[src/rtl/stpg_map.svh]
/*
 * register indices, reset values and field positions of the test pattern block.
 * assumes byte address = index * 4 on a 32-bit register bus.
 */
`ifndef STPG_MAP_SVH
`define STPG_MAP_SVH

`define STPG_IDX_CTRL     6'h10
`define STPG_IDX_SPARE_A  6'h11
`define STPG_IDX_LOW01    6'h12
`define STPG_IDX_LOW23    6'h13
`define STPG_IDX_SPARE_B  6'h14
`define STPG_IDX_SPARE_C  6'h15
`define STPG_IDX_HIGH     6'h16
`define STPG_IDX_STATUS   6'h17

`define STPG_RST_CTRL     16'h0000
`define STPG_RST_SPARE_A  16'h0000
`define STPG_RST_LOW01    16'h0100
`define STPG_RST_LOW23    16'h0302
`define STPG_RST_SPARE_B  16'h0504
`define STPG_RST_SPARE_C  16'h0706
`define STPG_RST_HIGH     16'h0000

`define STPG_CTRL_PAT     0
`define STPG_CTRL_FRAME   3
`define STPG_CTRL_MASK    16'h000F
`define STPG_HIGH_MASK    16'h00FF
`define STPG_LO_W         8
`define STPG_HI_W         2

`define STPG_PRBS_SEED    15'h7FFF
`define STPG_PRBS_TAP_A   14
`define STPG_PRBS_TAP_B   13

`define STPG_RESP_OKAY    2'h0
`define STPG_RESP_SLVERR  2'h2

`endif

[src/rtl/stpg_pkg.sv]
/*
 * types of the test pattern block: mode bits and the pixel word group.
 * assumes four data paths of 10-bit words.
 */
package stpg_pkg;

	localparam int STPG_PATHS  = 4;
	localparam int STPG_WORD_W = 10;
	localparam int STPG_LFSR_W = 15;

	// bit order matches the control register, pat at bit 0
	typedef struct packed {
		logic framed;
		logic prbs;
		logic inc;
		logic pat;
	} stpg_cfg_t;

	typedef struct packed {
		logic                                      fv;
		logic                                      lv;
		logic                                      dv;
		logic [STPG_PATHS-1:0][STPG_WORD_W-1:0]    data;
	} stpg_pix_t;

endpackage : stpg_pkg

[src/rtl/stpg_top.sv]
/*
 * test pattern source on the four output data paths, with an AXI4-Lite slave.
 * assumes pixel input from logic on CLK_I and a receiver that takes every word.
 */
// Design decision made here: register access over AXI4-Lite.
`timescale 1ns/1ps
`include "stpg_map.svh"

module stpg_top (
	input  wire logic                 CLK_I,
	input  wire logic                 NRST_I,
	input  wire logic [7:0]           S_AXI_AWADDR_I,
	input  wire logic                 S_AXI_AWVALID_I,
	output logic                      S_AXI_AWREADY_O,
	input  wire logic [31:0]          S_AXI_WDATA_I,
	input  wire logic [3:0]           S_AXI_WSTRB_I,
	input  wire logic                 S_AXI_WVALID_I,
	output logic                      S_AXI_WREADY_O,
	output logic [1:0]                S_AXI_BRESP_O,
	output logic                      S_AXI_BVALID_O,
	input  wire logic                 S_AXI_BREADY_I,
	input  wire logic [7:0]           S_AXI_ARADDR_I,
	input  wire logic                 S_AXI_ARVALID_I,
	output logic                      S_AXI_ARREADY_O,
	output logic [31:0]               S_AXI_RDATA_O,
	output logic [1:0]                S_AXI_RRESP_O,
	output logic                      S_AXI_RVALID_O,
	input  wire logic                 S_AXI_RREADY_I,
	input  wire stpg_pkg::stpg_pix_t  PIX_I,
	output stpg_pkg::stpg_pix_t       PIX_O
);

	localparam int NP = stpg_pkg::STPG_PATHS;
	localparam int WW = stpg_pkg::STPG_WORD_W;
	localparam int LW = stpg_pkg::STPG_LFSR_W;
	localparam logic [31:0] RST_LOW_ALL = {`STPG_RST_LOW23, `STPG_RST_LOW01};

	// ==========================================================
	// registers
	logic [15:0]          ctrl_ff;
	logic [15:0]          lo01_ff;
	logic [15:0]          lo23_ff;
	logic [15:0]          high_ff;
	stpg_pkg::stpg_cfg_t  cfg;

	assign cfg = stpg_pkg::stpg_cfg_t'(ctrl_ff[`STPG_CTRL_FRAME:`STPG_CTRL_PAT]);

	function automatic logic [15:0] merge16(
		input logic [15:0] old,
		input logic [31:0] d,
		input logic [3:0]  s
	);
		merge16 = old;
		if (s[0]) begin
			merge16[7:0] = d[7:0];
		end
		if (s[1]) begin
			merge16[15:8] = d[15:8];
		end
	endfunction : merge16

	// ==========================================================
	// axi write channel
	logic        awready_ff;
	logic        wready_ff;
	logic        aw_got_ff;
	logic        w_got_ff;
	logic        bvalid_ff;
	logic [1:0]  bresp_ff;
	logic [5:0]  waddr_ff;
	logic [31:0] wdata_ff;
	logic [3:0]  wstrb_ff;

	wire aw_hs       = S_AXI_AWVALID_I & awready_ff;
	wire w_hs        = S_AXI_WVALID_I & wready_ff;
	wire do_write    = aw_got_ff & w_got_ff & ~bvalid_ff;
	wire nxt_aw_got  = (aw_got_ff | aw_hs) & ~do_write;
	wire nxt_w_got   = (w_got_ff | w_hs) & ~do_write;
	wire nxt_bvalid  = do_write | (bvalid_ff & ~S_AXI_BREADY_I);
	wire nxt_awready = ~nxt_aw_got & ~nxt_bvalid;
	wire nxt_wready  = ~nxt_w_got & ~nxt_bvalid;

	wire wr_mapped = (waddr_ff >= `STPG_IDX_CTRL) && (waddr_ff <= `STPG_IDX_STATUS);
	wire wr_ctrl   = do_write && (waddr_ff == `STPG_IDX_CTRL);
	wire wr_lo01   = do_write && (waddr_ff == `STPG_IDX_LOW01);
	wire wr_lo23   = do_write && (waddr_ff == `STPG_IDX_LOW23);
	wire wr_high   = do_write && (waddr_ff == `STPG_IDX_HIGH);
	wire [1:0] nxt_bresp = wr_mapped ? `STPG_RESP_OKAY : `STPG_RESP_SLVERR;

	always_ff @(posedge CLK_I or negedge NRST_I) begin
		if (!NRST_I) begin
			awready_ff <= 1'b0;
			wready_ff  <= 1'b0;
			aw_got_ff  <= 1'b0;
			w_got_ff   <= 1'b0;
			bvalid_ff  <= 1'b0;
			bresp_ff   <= `STPG_RESP_OKAY;
		end else begin
			awready_ff <= nxt_awready;
			wready_ff  <= nxt_wready;
			aw_got_ff  <= nxt_aw_got;
			w_got_ff   <= nxt_w_got;
			bvalid_ff  <= nxt_bvalid;
			if (do_write) begin
				bresp_ff <= nxt_bresp;
			end
		end
	end

	always_ff @(posedge CLK_I or negedge NRST_I) begin
		if (!NRST_I) begin
			waddr_ff <= 6'h00;
			wdata_ff <= 32'h00000000;
			wstrb_ff <= 4'h0;
		end else begin
			if (aw_hs) begin
				waddr_ff <= S_AXI_AWADDR_I[7:2];
			end
			if (w_hs) begin
				wdata_ff <= S_AXI_WDATA_I;
				wstrb_ff <= S_AXI_WSTRB_I;
			end
		end
	end

	always_ff @(posedge CLK_I or negedge NRST_I) begin
		if (!NRST_I) begin
			ctrl_ff <= `STPG_RST_CTRL;
			lo01_ff <= `STPG_RST_LOW01;
			lo23_ff <= `STPG_RST_LOW23;
			high_ff <= `STPG_RST_HIGH;
		end else begin
			if (wr_ctrl) begin
				ctrl_ff <= merge16(ctrl_ff, wdata_ff, wstrb_ff) & `STPG_CTRL_MASK;
			end
			if (wr_lo01) begin
				lo01_ff <= merge16(lo01_ff, wdata_ff, wstrb_ff);
			end
			if (wr_lo23) begin
				lo23_ff <= merge16(lo23_ff, wdata_ff, wstrb_ff);
			end
			if (wr_high) begin
				high_ff <= merge16(high_ff, wdata_ff, wstrb_ff) & `STPG_HIGH_MASK;
			end
		end
	end

	// ==========================================================
	// axi read channel
	logic        arready_ff;
	logic        rvalid_ff;
	logic [31:0] rdata_ff;
	logic [1:0]  rresp_ff;

	wire        active   = cfg.pat | cfg.prbs;
	wire [15:0] status   = {13'h0000, cfg.prbs, active & ~cfg.framed, active};
	wire [5:0]  ridx     = S_AXI_ARADDR_I[7:2];
	wire        ar_hs    = S_AXI_ARVALID_I & arready_ff;
	wire        rd_hit   = (ridx >= `STPG_IDX_CTRL) && (ridx <= `STPG_IDX_STATUS);
	wire [15:0] rd_val   =
		(ridx == `STPG_IDX_CTRL)    ? ctrl_ff :
		(ridx == `STPG_IDX_SPARE_A) ? `STPG_RST_SPARE_A :
		(ridx == `STPG_IDX_LOW01)   ? lo01_ff :
		(ridx == `STPG_IDX_LOW23)   ? lo23_ff :
		(ridx == `STPG_IDX_SPARE_B) ? `STPG_RST_SPARE_B :
		(ridx == `STPG_IDX_SPARE_C) ? `STPG_RST_SPARE_C :
		(ridx == `STPG_IDX_HIGH)    ? high_ff :
		(ridx == `STPG_IDX_STATUS)  ? status : 16'h0000;
	wire nxt_rvalid  = ar_hs | (rvalid_ff & ~S_AXI_RREADY_I);
	wire nxt_arready = ~nxt_rvalid;

	always_ff @(posedge CLK_I or negedge NRST_I) begin
		if (!NRST_I) begin
			arready_ff <= 1'b0;
			rvalid_ff  <= 1'b0;
			rdata_ff   <= 32'h00000000;
			rresp_ff   <= `STPG_RESP_OKAY;
		end else begin
			arready_ff <= nxt_arready;
			rvalid_ff  <= nxt_rvalid;
			if (ar_hs) begin
				rdata_ff <= {16'h0000, rd_val};
				rresp_ff <= rd_hit ? `STPG_RESP_OKAY : `STPG_RESP_SLVERR;
			end
		end
	end

	assign S_AXI_AWREADY_O = awready_ff;
	assign S_AXI_WREADY_O  = wready_ff;
	assign S_AXI_BVALID_O  = bvalid_ff;
	assign S_AXI_BRESP_O   = bresp_ff;
	assign S_AXI_ARREADY_O = arready_ff;
	assign S_AXI_RVALID_O  = rvalid_ff;
	assign S_AXI_RDATA_O   = rdata_ff;
	assign S_AXI_RRESP_O   = rresp_ff;

	// ==========================================================
	// pattern data path
	function automatic logic [LW-1:0] prbs_step(input logic [LW-1:0] q);
		logic [LW-1:0] r;
		r = q;
		for (int k = 0; k < WW; k++) begin
			r = {r[LW-2:0], r[`STPG_PRBS_TAP_A] ^ r[`STPG_PRBS_TAP_B]};
		end
		return r;
	endfunction : prbs_step

	wire [31:0] low_all  = {lo23_ff, lo01_ff};
	wire        use_prbs = cfg.prbs;
	wire        inc_mode = cfg.pat & cfg.inc & ~cfg.prbs;
	wire        emit     = active & (cfg.framed ? PIX_I.dv : 1'b1);
	wire        nxt_fv   = (active & ~cfg.framed) ? 1'b0 : PIX_I.fv;
	wire        nxt_lv   = (active & ~cfg.framed) ? 1'b0 : PIX_I.lv;
	wire        nxt_dv   = (active & ~cfg.framed) ? 1'b1 : PIX_I.dv;

	logic [NP-1:0][WW-1:0] const_word;
	logic [NP-1:0][WW-1:0] pat_word;
	logic [NP-1:0][WW-1:0] nxt_data;
	logic [NP-1:0][WW-1:0] cnt_ff;
	logic [NP-1:0][LW-1:0] lfsr_ff;
	stpg_pkg::stpg_pix_t   pix_ff;

	genvar gi;
	generate
		for (gi = 0; gi < NP; gi++) begin : g_path
			localparam logic [WW-1:0] CNT_RST =
				{2'h0, RST_LOW_ALL[gi*`STPG_LO_W +: `STPG_LO_W]};
			localparam logic [LW-1:0] SEED = `STPG_PRBS_SEED ^ LW'(gi);

			assign const_word[gi] = {high_ff[gi*`STPG_HI_W +: `STPG_HI_W],
				low_all[gi*`STPG_LO_W +: `STPG_LO_W]};
			assign pat_word[gi] = use_prbs ? lfsr_ff[gi][WW-1:0] :
				(cfg.inc ? cnt_ff[gi] : const_word[gi]);
			assign nxt_data[gi] = active ? pat_word[gi] : PIX_I.data[gi];

			always_ff @(posedge CLK_I or negedge NRST_I) begin
				if (!NRST_I) begin
					cnt_ff[gi] <= CNT_RST;
				end else if (inc_mode & emit) begin
					cnt_ff[gi] <= cnt_ff[gi] + 1'b1;
				end else if (!inc_mode) begin
					cnt_ff[gi] <= const_word[gi];
				end
			end

			always_ff @(posedge CLK_I or negedge NRST_I) begin
				if (!NRST_I) begin
					lfsr_ff[gi] <= SEED;
				end else if (use_prbs & emit) begin
					lfsr_ff[gi] <= prbs_step(lfsr_ff[gi]);
				end else if (!use_prbs) begin
					lfsr_ff[gi] <= SEED;
				end
			end
		end
	endgenerate

	always_ff @(posedge CLK_I or negedge NRST_I) begin
		if (!NRST_I) begin
			pix_ff <= '0;
		end else begin
			pix_ff <= {nxt_fv, nxt_lv, nxt_dv, nxt_data};
		end
	end

	assign PIX_O = pix_ff;

	// ==========================================================
	// assertions
	a_ctrl_reset_zero: assert property (@(posedge CLK_I) disable iff (!NRST_I)
		$rose(NRST_I) |-> (ctrl_ff == `STPG_RST_CTRL) && !active)
		else $error("control not zero after reset");

	a_low_reset_vals: assert property (@(posedge CLK_I) disable iff (!NRST_I)
		$rose(NRST_I) |-> (lo01_ff == `STPG_RST_LOW01) && (lo23_ff == `STPG_RST_LOW23))
		else $error("pattern low registers wrong after reset");

	a_pass_through: assert property (@(posedge CLK_I) disable iff (!NRST_I)
		!active |=> (PIX_O == $past(PIX_I)))
		else $error("pixel data not passed through");

	a_const_path0: assert property (@(posedge CLK_I) disable iff (!NRST_I)
		(cfg.pat && !cfg.inc && !cfg.prbs) |=> PIX_O.data[0] ==
			$past({high_ff[0 +: `STPG_HI_W], lo01_ff[0 +: `STPG_LO_W]}))
		else $error("path 0 constant wrong");

	a_const_path2: assert property (@(posedge CLK_I) disable iff (!NRST_I)
		(cfg.pat && !cfg.inc && !cfg.prbs) |=> PIX_O.data[2] ==
			$past({high_ff[2*`STPG_HI_W +: `STPG_HI_W], lo23_ff[0 +: `STPG_LO_W]}))
		else $error("path 2 constant wrong");

	a_const_path3: assert property (@(posedge CLK_I) disable iff (!NRST_I)
		(cfg.pat && !cfg.inc && !cfg.prbs) |=> PIX_O.data[3] ==
			$past({high_ff[3*`STPG_HI_W +: `STPG_HI_W], lo23_ff[`STPG_LO_W +: `STPG_LO_W]}))
		else $error("path 3 constant wrong");

	a_inc_step: assert property (@(posedge CLK_I) disable iff (!NRST_I)
		(inc_mode && emit) ##1 (inc_mode && emit) |=>
			PIX_O.data[1] == WW'($past(PIX_O.data[1]) + 1'b1))
		else $error("incrementing pattern did not step by one");

	a_prbs_wins: assert property (@(posedge CLK_I) disable iff (!NRST_I)
		cfg.prbs |=> PIX_O.data[2] == $past(lfsr_ff[2][WW-1:0]))
		else $error("prbs word not on output");

	a_unframed_flags: assert property (@(posedge CLK_I) disable iff (!NRST_I)
		(active && !cfg.framed) |=> !PIX_O.fv && !PIX_O.lv && PIX_O.dv)
		else $error("unframed pattern carries sync flags");

	a_framed_follow: assert property (@(posedge CLK_I) disable iff (!NRST_I)
		(active && cfg.framed) |=>
			(PIX_O.fv == $past(PIX_I.fv)) && (PIX_O.lv == $past(PIX_I.lv)) &&
			(PIX_O.dv == $past(PIX_I.dv)))
		else $error("framed pattern lost frame flags");

	a_bvalid_hold: assert property (@(posedge CLK_I) disable iff (!NRST_I)
		S_AXI_BVALID_O && !S_AXI_BREADY_I |=> S_AXI_BVALID_O && $stable(S_AXI_BRESP_O))
		else $error("write response dropped early");

	a_rvalid_hold: assert property (@(posedge CLK_I) disable iff (!NRST_I)
		S_AXI_RVALID_O && !S_AXI_RREADY_I |=> S_AXI_RVALID_O && $stable(S_AXI_RDATA_O))
		else $error("read data dropped early");

	c_inc_run: cover property (@(posedge CLK_I) disable iff (!NRST_I)
		(inc_mode && emit) [*3]);

	c_prbs_run: cover property (@(posedge CLK_I) disable iff (!NRST_I)
		(use_prbs && emit) ##1 (use_prbs && emit));

	c_framed_gap: cover property (@(posedge CLK_I) disable iff (!NRST_I)
		(active && cfg.framed && PIX_I.dv) ##1 (active && cfg.framed && !PIX_I.dv));

	c_write_done: cover property (@(posedge CLK_I) disable iff (!NRST_I)
		wr_ctrl ##[1:4] (S_AXI_BVALID_O && S_AXI_BREADY_I));

endmodule : stpg_top

[config.mk]
export PLATFORM = sky130hd
export DESIGN_NAME = stpg_top
export DESIGN_NICKNAME = d
export VERILOG_FILES = /design/src/rtl/stpg_pkg.sv /design/src/rtl/stpg_top.sv
export VERILOG_INCLUDE_DIRS = /design/src /design/src/rtl
export SDC_FILE = /design/constraint.sdc
export NUM_CORES = 1
export LEC_CHECK = 0
export BUFFER_PORTS_ARGS = -buffer_cell sky130_fd_sc_hd__buf_4
export CORE_MARGIN = 2
export CORE_UTILIZATION = 40
export DETAILED_ROUTE_END_ITERATION = 12
export HOLD_SLACK_MARGIN = 0.12
export PLACE_DENSITY = 0.64
export SYNTH_ARGS = -nofsm -noshare
export SYNTH_HDL_FRONTEND = slang
export SYNTH_SLANG_ARGS = --single-unit
[constraint.sdc]
create_clock -name CLK_I -period 1.7 [get_ports CLK_I]
set_input_delay 0.085 -clock CLK_I [delete_from_list [all_inputs] [get_ports CLK_I]]
set_output_delay 0.085 -clock CLK_I [all_outputs]
set_load 0.01 [all_outputs]
==> out/results.txt, run 1 <==
TNS Setup -> -0.00388 ns
area share of the largest cell type after synthesis -> 0.382
Initial Util -> 0.406
Setup WS post-layout -> -0.00362 ns
num ports -> 186
max layer used -> met4
CTS tree -> done
min-delay src -> S_AXI_ARADDR_I[2]
CTS clk-pin slew, worst paths -> 0.06 ns
initial antenna violation count -> 1
met2 WL post-DR -> 14200 µm
relative slew slack -> 0.638
sequential share of the synthesized area -> 0.531
Core ar. -> 27800 µm²
status -> finished, violations left
global-route wire length before repair -> 47900 µm
clock skew -> 0.00701 ns
H-Tree Level Count -> 1
Final Critical Period -> 1.70 ns
Worst Path Max Fanout -> 8
drt first pass iters -> 5
delay-heaviest family, CP -> simple AND/OR/NAND/NOR gates
Max IR drop VDD -> 0.000911 V
dpl hpwl -> 20400 µm
drt drc -> 0
P_leak -> 6.20 nW
Power Dens Cells -> 1480 nW/µm²
Slew @ Worst Pin -> 0.543 ns
critical-path cell list -> nor3b_4 -> nor2b_4 -> buf_6 -> and3_4 -> mux2_2
routability cong. -> 0.878
FF-to-FF Start -> waddr_ff[5]$_DFFE_PN0P_
final wirelength -> 30500 µm
Ys Warns -> 0
# rows -> 61
wire length per cell -> 17.2 µm
clock sinks -> 236
final net count -> 1479
unrepaired setup endpoints after global routing -> yes
share of layout cells above drive strength 1 -> 0.289
max frequency -> 0.587 GHz
Fin. Hold Viols -> 0
max-slew violations -> 0
number of global-route vias before repair -> 8729
post-synth top area cell -> dfrtp_1
WL met1 -> 14400 µm
Min Hold Slack -> 0.152 ns
All-Layer GR Usage -> 0.205
count of buffer and inverter cells on the critical path -> 1
via/cell ratio -> 5.10
WL met3 -> 1490 µm
CP Class -> register to register
GRT overflow -> 0
distinct cell type count after synthesis -> 52
Vias -> 9036
Crit. End Element -> register
Critical Path Source Type -> register
Cell Area, Synth -> 11300 µm²
post-synthesis register bit count -> 236
height of the die -> 172 µm
CP required -> 2.11 ns
worst hold path class -> input port to register
Mean Syn Cell Area -> 9.98 µm²
Max clock buf depth -> 3
arrival time worst endpoint -> 2.11 ns
CTS root buffer -> clkbuf_16
DIE AREA -> 29500 µm²
CP peak stage delay -> 0.42 ns
failing checks -> negative setup slack
slowest CP cell -> dfrtp_1
number of CTS-inserted buffers -> 27
# Max-Cap Violations -> 0
number of routed nets with antenna violations -> 0
synthesis-to-finish area growth -> 31.5%
worst skew pair latency -> 0.53 ns
Worst setup startpoint -> waddr_ff[5]$_DFFE_PN0P_
Syn Inst Count -> 1130
Die X -> 172 µm
input/output buffers -> 145
DR iter-0 viols -> 653
fin crit share -> 1.00
largest cells by area after synthesis -> dfrtp_1 38%, dfstp_2 15%, mux2_2 6.8%
largest net degree at the start of global routing -> 115
setup violators final -> 2
Util after Layout -> 0.534
worst register-to-register path, stage by stage (launching register included):
cell and delay (ns):
dfrtp_1 0.42, nor3b_4 0.26, nor2b_4 0.18, buf_6 0.11, and3_4 0.27, mux2_2 0.35
power breakdown:
group | internal [mW] | switching, mW | total [mW] | leakage (nW)
combinational | 3.31 | 3.42 | 6.73 | 2.90
clock | 3.44 | 2.30 | 5.74 | 0.433
sequential | 7.72 | 1.78 | 9.50 | 2.87
cells in the mapped netlist (all sizes together):
cell type,instances
dfstp,64
a22o,3
xor2,48
nor3,5
ha,4
and4,1
nand2,195
dfrtp,172
buf,44
a211oi,4
o211a,4
or3,5
mux2i,38
or3b,1
a21oi,9
nor2b,12
o22ai,1
nor2,102
mux4,1
nor3b,2
o221ai,5
mux2,68
a31oi,8
or2,8
clkbuf,42
nand2b,2
conb,1
or4,8
xnor2,20
o21ba,1
nand4,12
nand3b,1
a21o,3
nor4b,8
nand3,36
and2,2
o211ai,14
inv,14
o22a,1
nor4,5
o21ai,149
a221oi,6
and3,1
sequential cells by signal, indices dropped and copies added (netlist names), 6 cells and up:
register,count
lfsr_ff,60
high_ff,8
waddr_ff,6
PIX_O,43
lo23_ff,16
lo01_ff,16
S_AXI_RDATA_O,16
cnt_ff,40
wdata_ff,16
metal layers:
layer,GRT usage,vias to the layer above
li1,-,4318
met1,0.300,4437
met2,0.328,250
met4,0.0380,0
met5,0,-
met3,0.0286,31
cell usage in the layout, fill, tap and decap left out, drive strengths merged, types with 18 or more instances in the layout:
| master | count |
|---|---|
| mux2 | 68 |
| conb | 18 |
| mux2i | 38 |
| nand2 | 195 |
| clkbuf | 39 |
| dfstp | 64 |
| xnor2 | 20 |
| dfrtp | 172 |
| nand3 | 36 |
| buf | 200 |
| nor2 | 102 |
| o21ai | 149 |
| dlygate4sd3 | 81 |
| xor2 | 48 |
stage by stage:
step                total power [mW]  area, µm²  cells  setup WS, ns
floorplan                       12.8      11300   1147       0.00677
global placement                15.5      12900   1631       -0.0587
detailed placement              15.7      12900   1631       -0.0843
CTS                             21.8      14700   1767     -0.000110
global route                    23.3      14800   1771       -0.0613
finish                          22.0      14800   1772      -0.00362
timing repair:
| item | CTS | global route |
|---|---|---|
| endpoints found under the setup margin | 21 | 58 |
| hold endpoints to repair | 302 | 0 |
| buffers inserted | 2 | 6 |
| pin swaps | 2 | 5 |
| hold buffers | 85 | 0 |
| resized for setup | 5 | 24 |
cell families after synthesis:
family | share of synthesized area
and+or+nand+nor | 0.160
other | 0.000333
buffers and inverters | 0.0424
AOI/OAI and AO/OA | 0.105
xor gates and xnor gates | 0.0528
muxes | 0.104
adders and majority gates | 0.00444
DFF | 0.531
final cells by class:
| cell class | count | area, µm² |
|---|---|---|
| timing repair buffer | 283 | 2450 |
| tap | 378 | 473 |
| multi-input combinational | 811 | 4980 |
| inverter | 14 | 52.6 |
| clock inverter | 10 | 106 |
| antenna | 1 | 2.50 |
| sequential | 236 | 5990 |
| clock buffer | 39 | 771 |
| fill | 2464 | 13000 |
path summary, 6_finish.rpt:
kind / depth (start not counted) / endpoint / slack (ns)
max in group asynchronous: 3 / cnt_ff[31]$_DFFE_PN1P_ / 1.11
worst max-delay path: 5 / lo23_ff[15]$_DFFE_PN0P_ / -0.004
worst min-delay path: 4 / S_AXI_RDATA_O[9]$_DFFE_PN0P_ / 0.15
worst max register to register: 5 / lo23_ff[15]$_DFFE_PN0P_ / -0.004
worst min register to register: 2 / lfsr_ff[59]$_DFFE_PN1P_ / 0.49
min in group asynchronous: 2 / lfsr_ff[16]$_DFFE_PN1P_ / 0.18
No activity file was read; power rests on OpenSTA's default activity.
==> run 2: changes to the inputs <==
--- a/config.mk
+++ b/config.mk
@@ -8,10 +8,10 @@
 export LEC_CHECK = 0
 export BUFFER_PORTS_ARGS = -buffer_cell sky130_fd_sc_hd__buf_4
 export CORE_MARGIN = 2
-export CORE_UTILIZATION = 40
+export CORE_UTILIZATION = 50
 export DETAILED_ROUTE_END_ITERATION = 12
 export HOLD_SLACK_MARGIN = 0.12
-export PLACE_DENSITY = 0.64
+export PLACE_DENSITY = 0.77
 export SYNTH_ARGS = -nofsm -noshare
 export SYNTH_HDL_FRONTEND = slang
 export SYNTH_SLANG_ARGS = --single-unit
==> constraint.sdc (replaced) <==
create_clock -name CLK_I -period 1.7 [get_ports CLK_I]
set_input_delay 0.255 -clock CLK_I [delete_from_list [all_inputs] [get_ports CLK_I]]
set_output_delay 0.255 -clock CLK_I [all_outputs]
set_load 0.01 [all_outputs]
==> run 2 against run 1 <==
Effect of this change: the run now ends clean; clock power fell by 5.6%; register-to-register slack improved by 0.04 ns; clock-buffer cell count did not move; clock skew rose by 0.010 ns; routed wire length fell by 1.7%; highest routed layer is now met5.
==> out/results.txt, run 2 (synthesis gave the netlist of run 1 again) <==
clock sinks -> 236 (unchanged)
All-Layer GR Usage -> 0.250 (+0.0454)
number of CTS-inserted buffers -> 25 (-7.4%)
# rows -> 54 (-11%)
Worst Path Max Fanout -> 5 (-3)
status -> completed
max frequency -> 0.600 GHz (+2.1%)
commonest non-fill, non-tap cells in the layout -> 195 x nand2_1, 187 x buf_4, 169 x dfrtp_1
drt drc -> 0 (unchanged)
max-slew violations -> 0 (unchanged)
worst hold path class -> input port to register
Min Hold Slack -> 0.155 ns (+0.00313 ns)
initial antenna violation count -> 1 (unchanged)
wire length per cell -> 18.1 µm (+5.1%)
synthesis-to-finish area growth -> 28.8%
Power Dens Cells -> 1480 nW/µm² (about the same)
H-Tree Level Count -> 1 (unchanged)
CTS tree -> done
worst skew pair latency -> 0.53 ns (about the same)
input/output buffers -> 145 (unchanged)
height of the die -> 154 µm (-10%)
GRT overflow -> 0 (unchanged)
largest net degree at the start of global routing -> 141 (+23%)
R2R cell count -> 4 (-1)
internal power -> 14.1 mW (-2.6%)
final wirelength -> 30000 µm (-1.7%)
Seq pwr share -> 0.443 (+0.011)
setup violators final -> 0 (-2)
ANT cells -> 0 (-1)
DIE AREA -> 23800 µm² (-20%)
Core ar. -> 22000 µm² (-21%)
Finished Cell Area -> 14500 µm² (-2.0%)
final net count -> 1465 (-0.95%)
arrival time worst endpoint -> 2.12 ns (about the same)
switching share of total power -> 0.345 (+0.00374)
Sw Pwr -> 7.42 mW (-1.0%)
Critical Path Source Type -> register
unrepaired setup endpoints after global routing -> yes
DR iter-0 viols -> 651 (-0.31%)
CP Class -> register to register
Fin. Hold Viols -> 0 (unchanged)
fin crit share -> 0.981 (-0.0211)
# Max-Cap Violations -> 0 (unchanged)
CTS root buffer -> clkbuf_16
Max clock buf depth -> 3 (unchanged)
Final Critical Period -> 1.67 ns (-0.0359 ns)
FF-to-FF End -> cnt_ff[29]$_DFFE_PN0P_
number of routed nets with antenna violations -> 0 (unchanged)
P_leak -> 6.11 nW (-1.5%)
Vias -> 9145 (+1.2%)
num ports -> 186 (unchanged)
Comb pwr share -> 0.305 (about the same)
global-route wire length before repair -> 47900 µm (+0.16%)
Die X -> 154 µm (-10%)
Hold Path Stages -> 3 (-1)
fillers -> 1602 (-35%)
drt first pass iters -> 5 (unchanged)
number of flip-flops in the largest register -> 60 (unchanged)
Max IR drop VDD -> 0.00100 V (+9.7%)
share of layout cells above drive strength 1 -> 0.290 (about the same)
Tot Pwr -> 21.5 mW (-2.1%)
Slew @ Worst Pin -> 0.504 ns (-0.0397 ns)
register name with the most flops -> lfsr_ff
FF-to-FF Start -> cnt_ff[21]$_DFFE_PN1P_
dpl hpwl -> 20200 µm (-0.83%)
relative slew slack -> 0.664 (+0.0265)
via/cell ratio -> 5.52 (+8.2%)
Reg2Reg Setup Slack -> 0.03 ns (+0.04 ns)
CTS clk-pin slew, worst paths -> 0.06 ns (about the same)
Crit. End Element -> register
min-delay src -> PIX_I[37]
routability cong. -> 0.878 (about the same)
clock skew -> 0.0174 ns (+0.0104 ns)
commonest non-fill, non-tap cell in the layout -> nand2_1
clock share of power -> 0.252 (-0.009)
Worst setup startpoint -> cnt_ff[21]$_DFFE_PN1P_
number of global-route vias before repair -> 9036 (+3.5%)
Initial Util -> 0.514 (+0.108)
Util after Layout -> 0.662 (+0.128)
DP Area -> 12900 µm² (-0.14%)
CP required -> 2.15 ns (+0.04 ns)
crit path to -> cnt_ff[29]$_DFFE_PN0P_
==> run 2: area by class of cell <==
cell class              count  area [µm²]  area share
clock buffers              39         718      0.0494
clock inverters             7        92.6     0.00637
inverters                  14        52.6     0.00362
multi-input cells         812        4980       0.343
flip-flops and latches    236        5990       0.412
well taps                 280         350      0.0241
repair buffers            270        2340       0.161
==> run 2: per-layer routing <==
layer | part of all wire | wire, µm | vias to the layer above | global-route usage
met4 | 0.025 | 745 | 2 | 0.0659
met1 | 0.43 | 12900 | 4483 | 0.353
met2 | 0.48 | 14400 | 313 | 0.408
li1 | - | - | 4294 | -
met5 | 0.00043 | 13 | - | 0
met3 | 0.062 | 1870 | 53 | 0.0381
==> run 2: power by group through the flow <==
stage / Combinational (mW) / Sequential [mW] / Clock (mW)
2_1_floorplan: 3.58 / 9.20 / 0
3_3_place_gp: 6.00 / 9.40 / 0
3_5_place_dp: 6.21 / 9.49 / 0
4_1_cts: 6.42 / 9.42 / 5.48
5_1_grt: 7.23 / 9.75 / 5.72
6_report: 6.57 / 9.52 / 5.42
==> run 2: critical path, stage by stage, from the launching register on <==
cell     delay (ns)
dfstp_2        0.56
nand2_1        0.11
or3_1          0.35
or4_1          0.47
nand3_1        0.10
==> run 2: worst min path at each step <==
stage | endpoint | slack, ns
4_1_cts | PIX_O[33]$_DFF_PN0_ | 0.13
5_1_grt | PIX_O[38]$_DFF_PN0_ | 0.14
2_1_floorplan | PIX_O[0]$_DFF_PN0_ | -0.04
3_5_place_dp | cnt_ff[20]$_DFFE_PN0P_ | 0.23
3_3_place_gp | cnt_ff[29]$_DFFE_PN0P_ | 0.24
6_report | PIX_O[37]$_DFF_PN0_ | 0.16
==> run 2: per-stage QoR <==
| step | worst slack [ns] | cells | setup TNS [ns] |
|---|---|---|---|
| after global placement | -0.0189 | 1542 | -0.178 |
| final | 0.0322 | 1658 | 0 |
| after floorplan | 0.00677 | 1147 | 0 |
| after CTS | 0.0222 | 1656 | 0 |
| after global routing | -0.0411 | 1658 | -0.126 |
| after detailed placement | -0.0966 | 1542 | -2.09 |
==> run 2: repair_timing <==
action,4_1_cts,5_1_grt
pin swaps,0,2
buffers inserted,2,2
hold buffers,66,0
endpoints found under the setup margin,42,56
resized for setup,2,26
gates cloned,0,1
hold endpoints to repair,253,0
==> run 3: changes to the inputs <==
--- a/config.mk
+++ b/config.mk
@@ -6,6 +6,7 @@
 export SDC_FILE = /design/constraint.sdc
 export NUM_CORES = 1
 export LEC_CHECK = 0
+export ABC_AREA = 1
 export BUFFER_PORTS_ARGS = -buffer_cell sky130_fd_sc_hd__buf_4
 export CORE_MARGIN = 2
 export CORE_UTILIZATION = 50
==> run 3 against run 2 <==
Effect of this change: worst hold slack gained 0.037 ns; area after synthesis about the same; clock-buffer cell count decreased by 3; cell area shrank 0.22%; critical path depth increased by 4; setup slack better by 0.031 ns; first-iteration DRC count increased by 17%; global-route usage grew 1.5 points; fmax rose by 1.9%; via count up 6.9%; largest cell class unchanged.
==> out/results.txt, run 3 <==
wire length per cell -> 17.7 µm (-2.4%)
drt drc -> 0 (unchanged)
setup violators final -> 0 (unchanged)
H-Tree Level Count -> 1 (unchanged)
Async S/R FF share, synth -> 1.00 (unchanged)
arrival time worst endpoint -> 2.06 ns (-0.06 ns)
final wirelength -> 31400 µm (+4.8%)
final net count -> 1584 (+8.1%)
most utilized layer in the global route result -> met2
DP Area -> 12800 µm² (-1.3%)
CTS tree -> done
routability cong. -> 0.916 (+4.4%)
fillers -> 1707 (+6.6%)
All-Layer GR Usage -> 0.265 (+0.0150)
# rows -> 54 (unchanged)
drt first pass iters -> 6 (+1)
post-synth top area cell -> dfrtp_1
Slew @ Worst Pin -> 0.526 ns (+0.0225 ns)
number of global-route vias before repair -> 9761 (+8.0%)
met3 usage -> 0.0434 (+0.00530)
Initial Util -> 0.513 (about the same)
TNS Setup -> 0 ns (unchanged)
fin crit share -> 0.963 (-0.0181)
Worst Path Max Fanout -> 3 (-2)
global-route wire length before repair -> 50600 µm (+5.6%)
Critical Path Source Type -> register
CTS clk-pin slew, worst paths -> 0.06 ns (about the same)
P_leak -> 6.54 nW (+7.2%)
Max IR drop VDD -> 0.000919 V (-8.1%)
met1 Usage GRT -> 0.376 (+0.0223)
Util after Layout -> 0.660 (-0.00148)
Min Hold Slack -> 0.192 ns (+0.0366 ns)
via/cell ratio -> 5.49 (-0.39%)
num ports -> 186 (unchanged)
DR iter-0 viols -> 760 (+17%)
commonest non-fill, non-tap cell in the layout -> nand2_1
number of routed nets with antenna violations -> 0 (unchanged)
clock sinks -> 236 (unchanged)
worst hold path class -> input port to register
post-synthesis register bit count -> 236 (unchanged)
DIE AREA -> 23800 µm² (about the same)
Mean Syn Cell Area -> 9.04 µm² (-9.4%)
area share of the largest cell type after synthesis -> 0.382 (about the same)
sequential share of the synthesized area -> 0.531 (about the same)
status -> completed
number of flip-flops in the largest register -> 60 (unchanged)
setup bufs post-CTS -> 0 (-2)
commonest non-fill, non-tap cells in the layout -> 258 x nand2_1, 171 x dfrtp_1, 171 x buf_4
distinct cell type count after synthesis -> 46 (-12%)
initial antenna violation count -> 1 (unchanged)
Final Critical Period -> 1.64 ns (-0.0307 ns)
CTS root buffer -> clkbuf_16
count leader, synth -> nand2_1
Core ar. -> 22000 µm² (unchanged)
Vias -> 9774 (+6.9%)
Syn Inst Count -> 1246 (+10%)
CP required -> 2.12 ns (-0.03 ns)
largest net degree at the start of global routing -> 57 (-60%)
worst skew pair latency -> 0.53 ns (about the same)
Tot Pwr -> 22.7 mW (+5.5%)
GR Util met2 -> 0.438 (+0.0303)
register name with the most flops -> lfsr_ff
share of layout cells above drive strength 1 -> 0.237 (-0.0526)
Max clock buf depth -> 3 (unchanged)
dpl hpwl -> 21500 µm (+6.7%)
synthesis-to-finish area growth -> 28.6%
ys flop type -> dfrtp_1
# Max-Cap Violations -> 0 (unchanged)
Die X -> 154 µm (about the same)
GRT overflow -> 0 (unchanged)
largest cells by area after synthesis -> dfrtp_1 38%, dfstp_2 15%, nand2_1 8.6%
max-slew violations -> 0 (unchanged)
height of the die -> 154 µm (about the same)
Finished Cell Area -> 14500 µm² (-0.22%)
number of synthesized flops with an enable pin -> 0 (unchanged)
Fin. Hold Viols -> 0 (unchanged)
Commonest cells post-synth -> 258 x nand2_1, 172 x dfrtp_1, 146 x o21ai_0
max frequency -> 0.611 GHz (+1.9%)
clock skew -> 0.0118 ns (-0.00559 ns)
input/output buffers -> 145 (unchanged)
Cell Area, Synth -> 11300 µm² (about the same)
CP Class -> register to register
Crit. End Element -> register
number of CTS-inserted buffers -> 26 (+4.0%)
relative slew slack -> 0.645 (-0.0187)
Power Dens Cells -> 1570 nW/µm² (+5.8%)
Ys Warns -> 0 (unchanged)
[run 3: changes by cell type after synthesis, sizes merged, moves of 29 or more]
cell and change:
a21oi +44, a22oi +56, inv +117, mux2 -68, mux2i -37, nand2 +69, o21ai +29, xor2 -40
[run 3: what timing repair did]
action	in CTS	in global routing
hold buffers	76	0
setup endpoints to repair	0	5
hold endpoints to repair	267	0
gates resized for setup	0	9
[run 3: cells by family after synthesis]
family | Yosys count | synth area share
AOI/OAI and AO/OA | 334 | 0.179
xor gates and xnor gates | 47 | 0.0365
adders and majority gates | 4 | 0.00444
buffers and inverters | 206 | 0.0846
DFF | 236 | 0.531
muxes | 1 | 0.000888
other | 1 | 0.000333
and+or+nand+nor | 417 | 0.163
[run 3: path summary, 6_finish.rpt]
| check | cells past startpoint | start | slack, ns | endpoint |
|---|---|---|---|---|
| max in group asynchronous | 3 | NRST_I | 0.80 | lfsr_ff[3]$_DFFE_PN1P_ |
| worst max-delay path | 8 | cnt_ff[10]$_DFFE_PN1P_ | 0.06 | cnt_ff[18]$_DFFE_PN0P_ |
| min in group asynchronous | 2 | NRST_I | 0.22 | lfsr_ff[31]$_DFFE_PN0P_ |
| worst min-delay path | 4 | S_AXI_AWVALID_I | 0.19 | waddr_ff[1]$_DFFE_PN0P_ |
| worst min register to register | 1 | S_AXI_RVALID_O$_DFF_PN0_ | 0.48 | S_AXI_ARREADY_O$_DFF_PN0_ |
| worst max register to register | 8 | cnt_ff[10]$_DFFE_PN1P_ | 0.06 | cnt_ff[18]$_DFFE_PN0P_ |
[run 3: cell type report]
cell class | instances | area, µm² | area share
flip-flops and latches | 236 | 5990 | 0.413
multi-input cells | 821 | 4430 | 0.305
repair buffers | 258 | 2260 | 0.156
clock buffers | 36 | 761 | 0.0525
inverters | 135 | 515 | 0.0356
well taps | 280 | 350 | 0.0242
clock inverters | 12 | 191 | 0.0132
diodes | 1 | 2.50 | 0.000173
[run 3: report_power, final]
part	total [mW]	switching (mW)	internal [mW]	leakage [nW]
logic	7.36	4.29	3.07	3.17
clock network	6.18	2.30	3.89	0.467
registers	9.16	1.45	7.71	2.91
total	22.7	8.03	14.7	6.54
[run 3: worst max-delay path: stages, from the launching register on]
cell and delay (ns):
dfstp_2 0.54, ha_1 0.19, nand3_1 0.15, nor2_2 0.16, nand3_2 0.11, o21ai_0 0.17
nand3_1 0.10, nand2_1 0.07, nand2_1 0.04
[run 3: routing by layer]
layer,wire length (µm),up-vias
met3,2470,42
met4,448,0
li1,-,4565
met2,15000,439
met5,0,-
met1,13500,4728
[run 3: through the flow]
stage | setup WS, ns | instances
global placement | 0.117 | 1654
CTS | 0.0610 | 1778
finish | 0.0629 | 1779
floorplan | 0.233 | 1263
detailed placement | 0.0858 | 1654
global route | -0.0481 | 1778
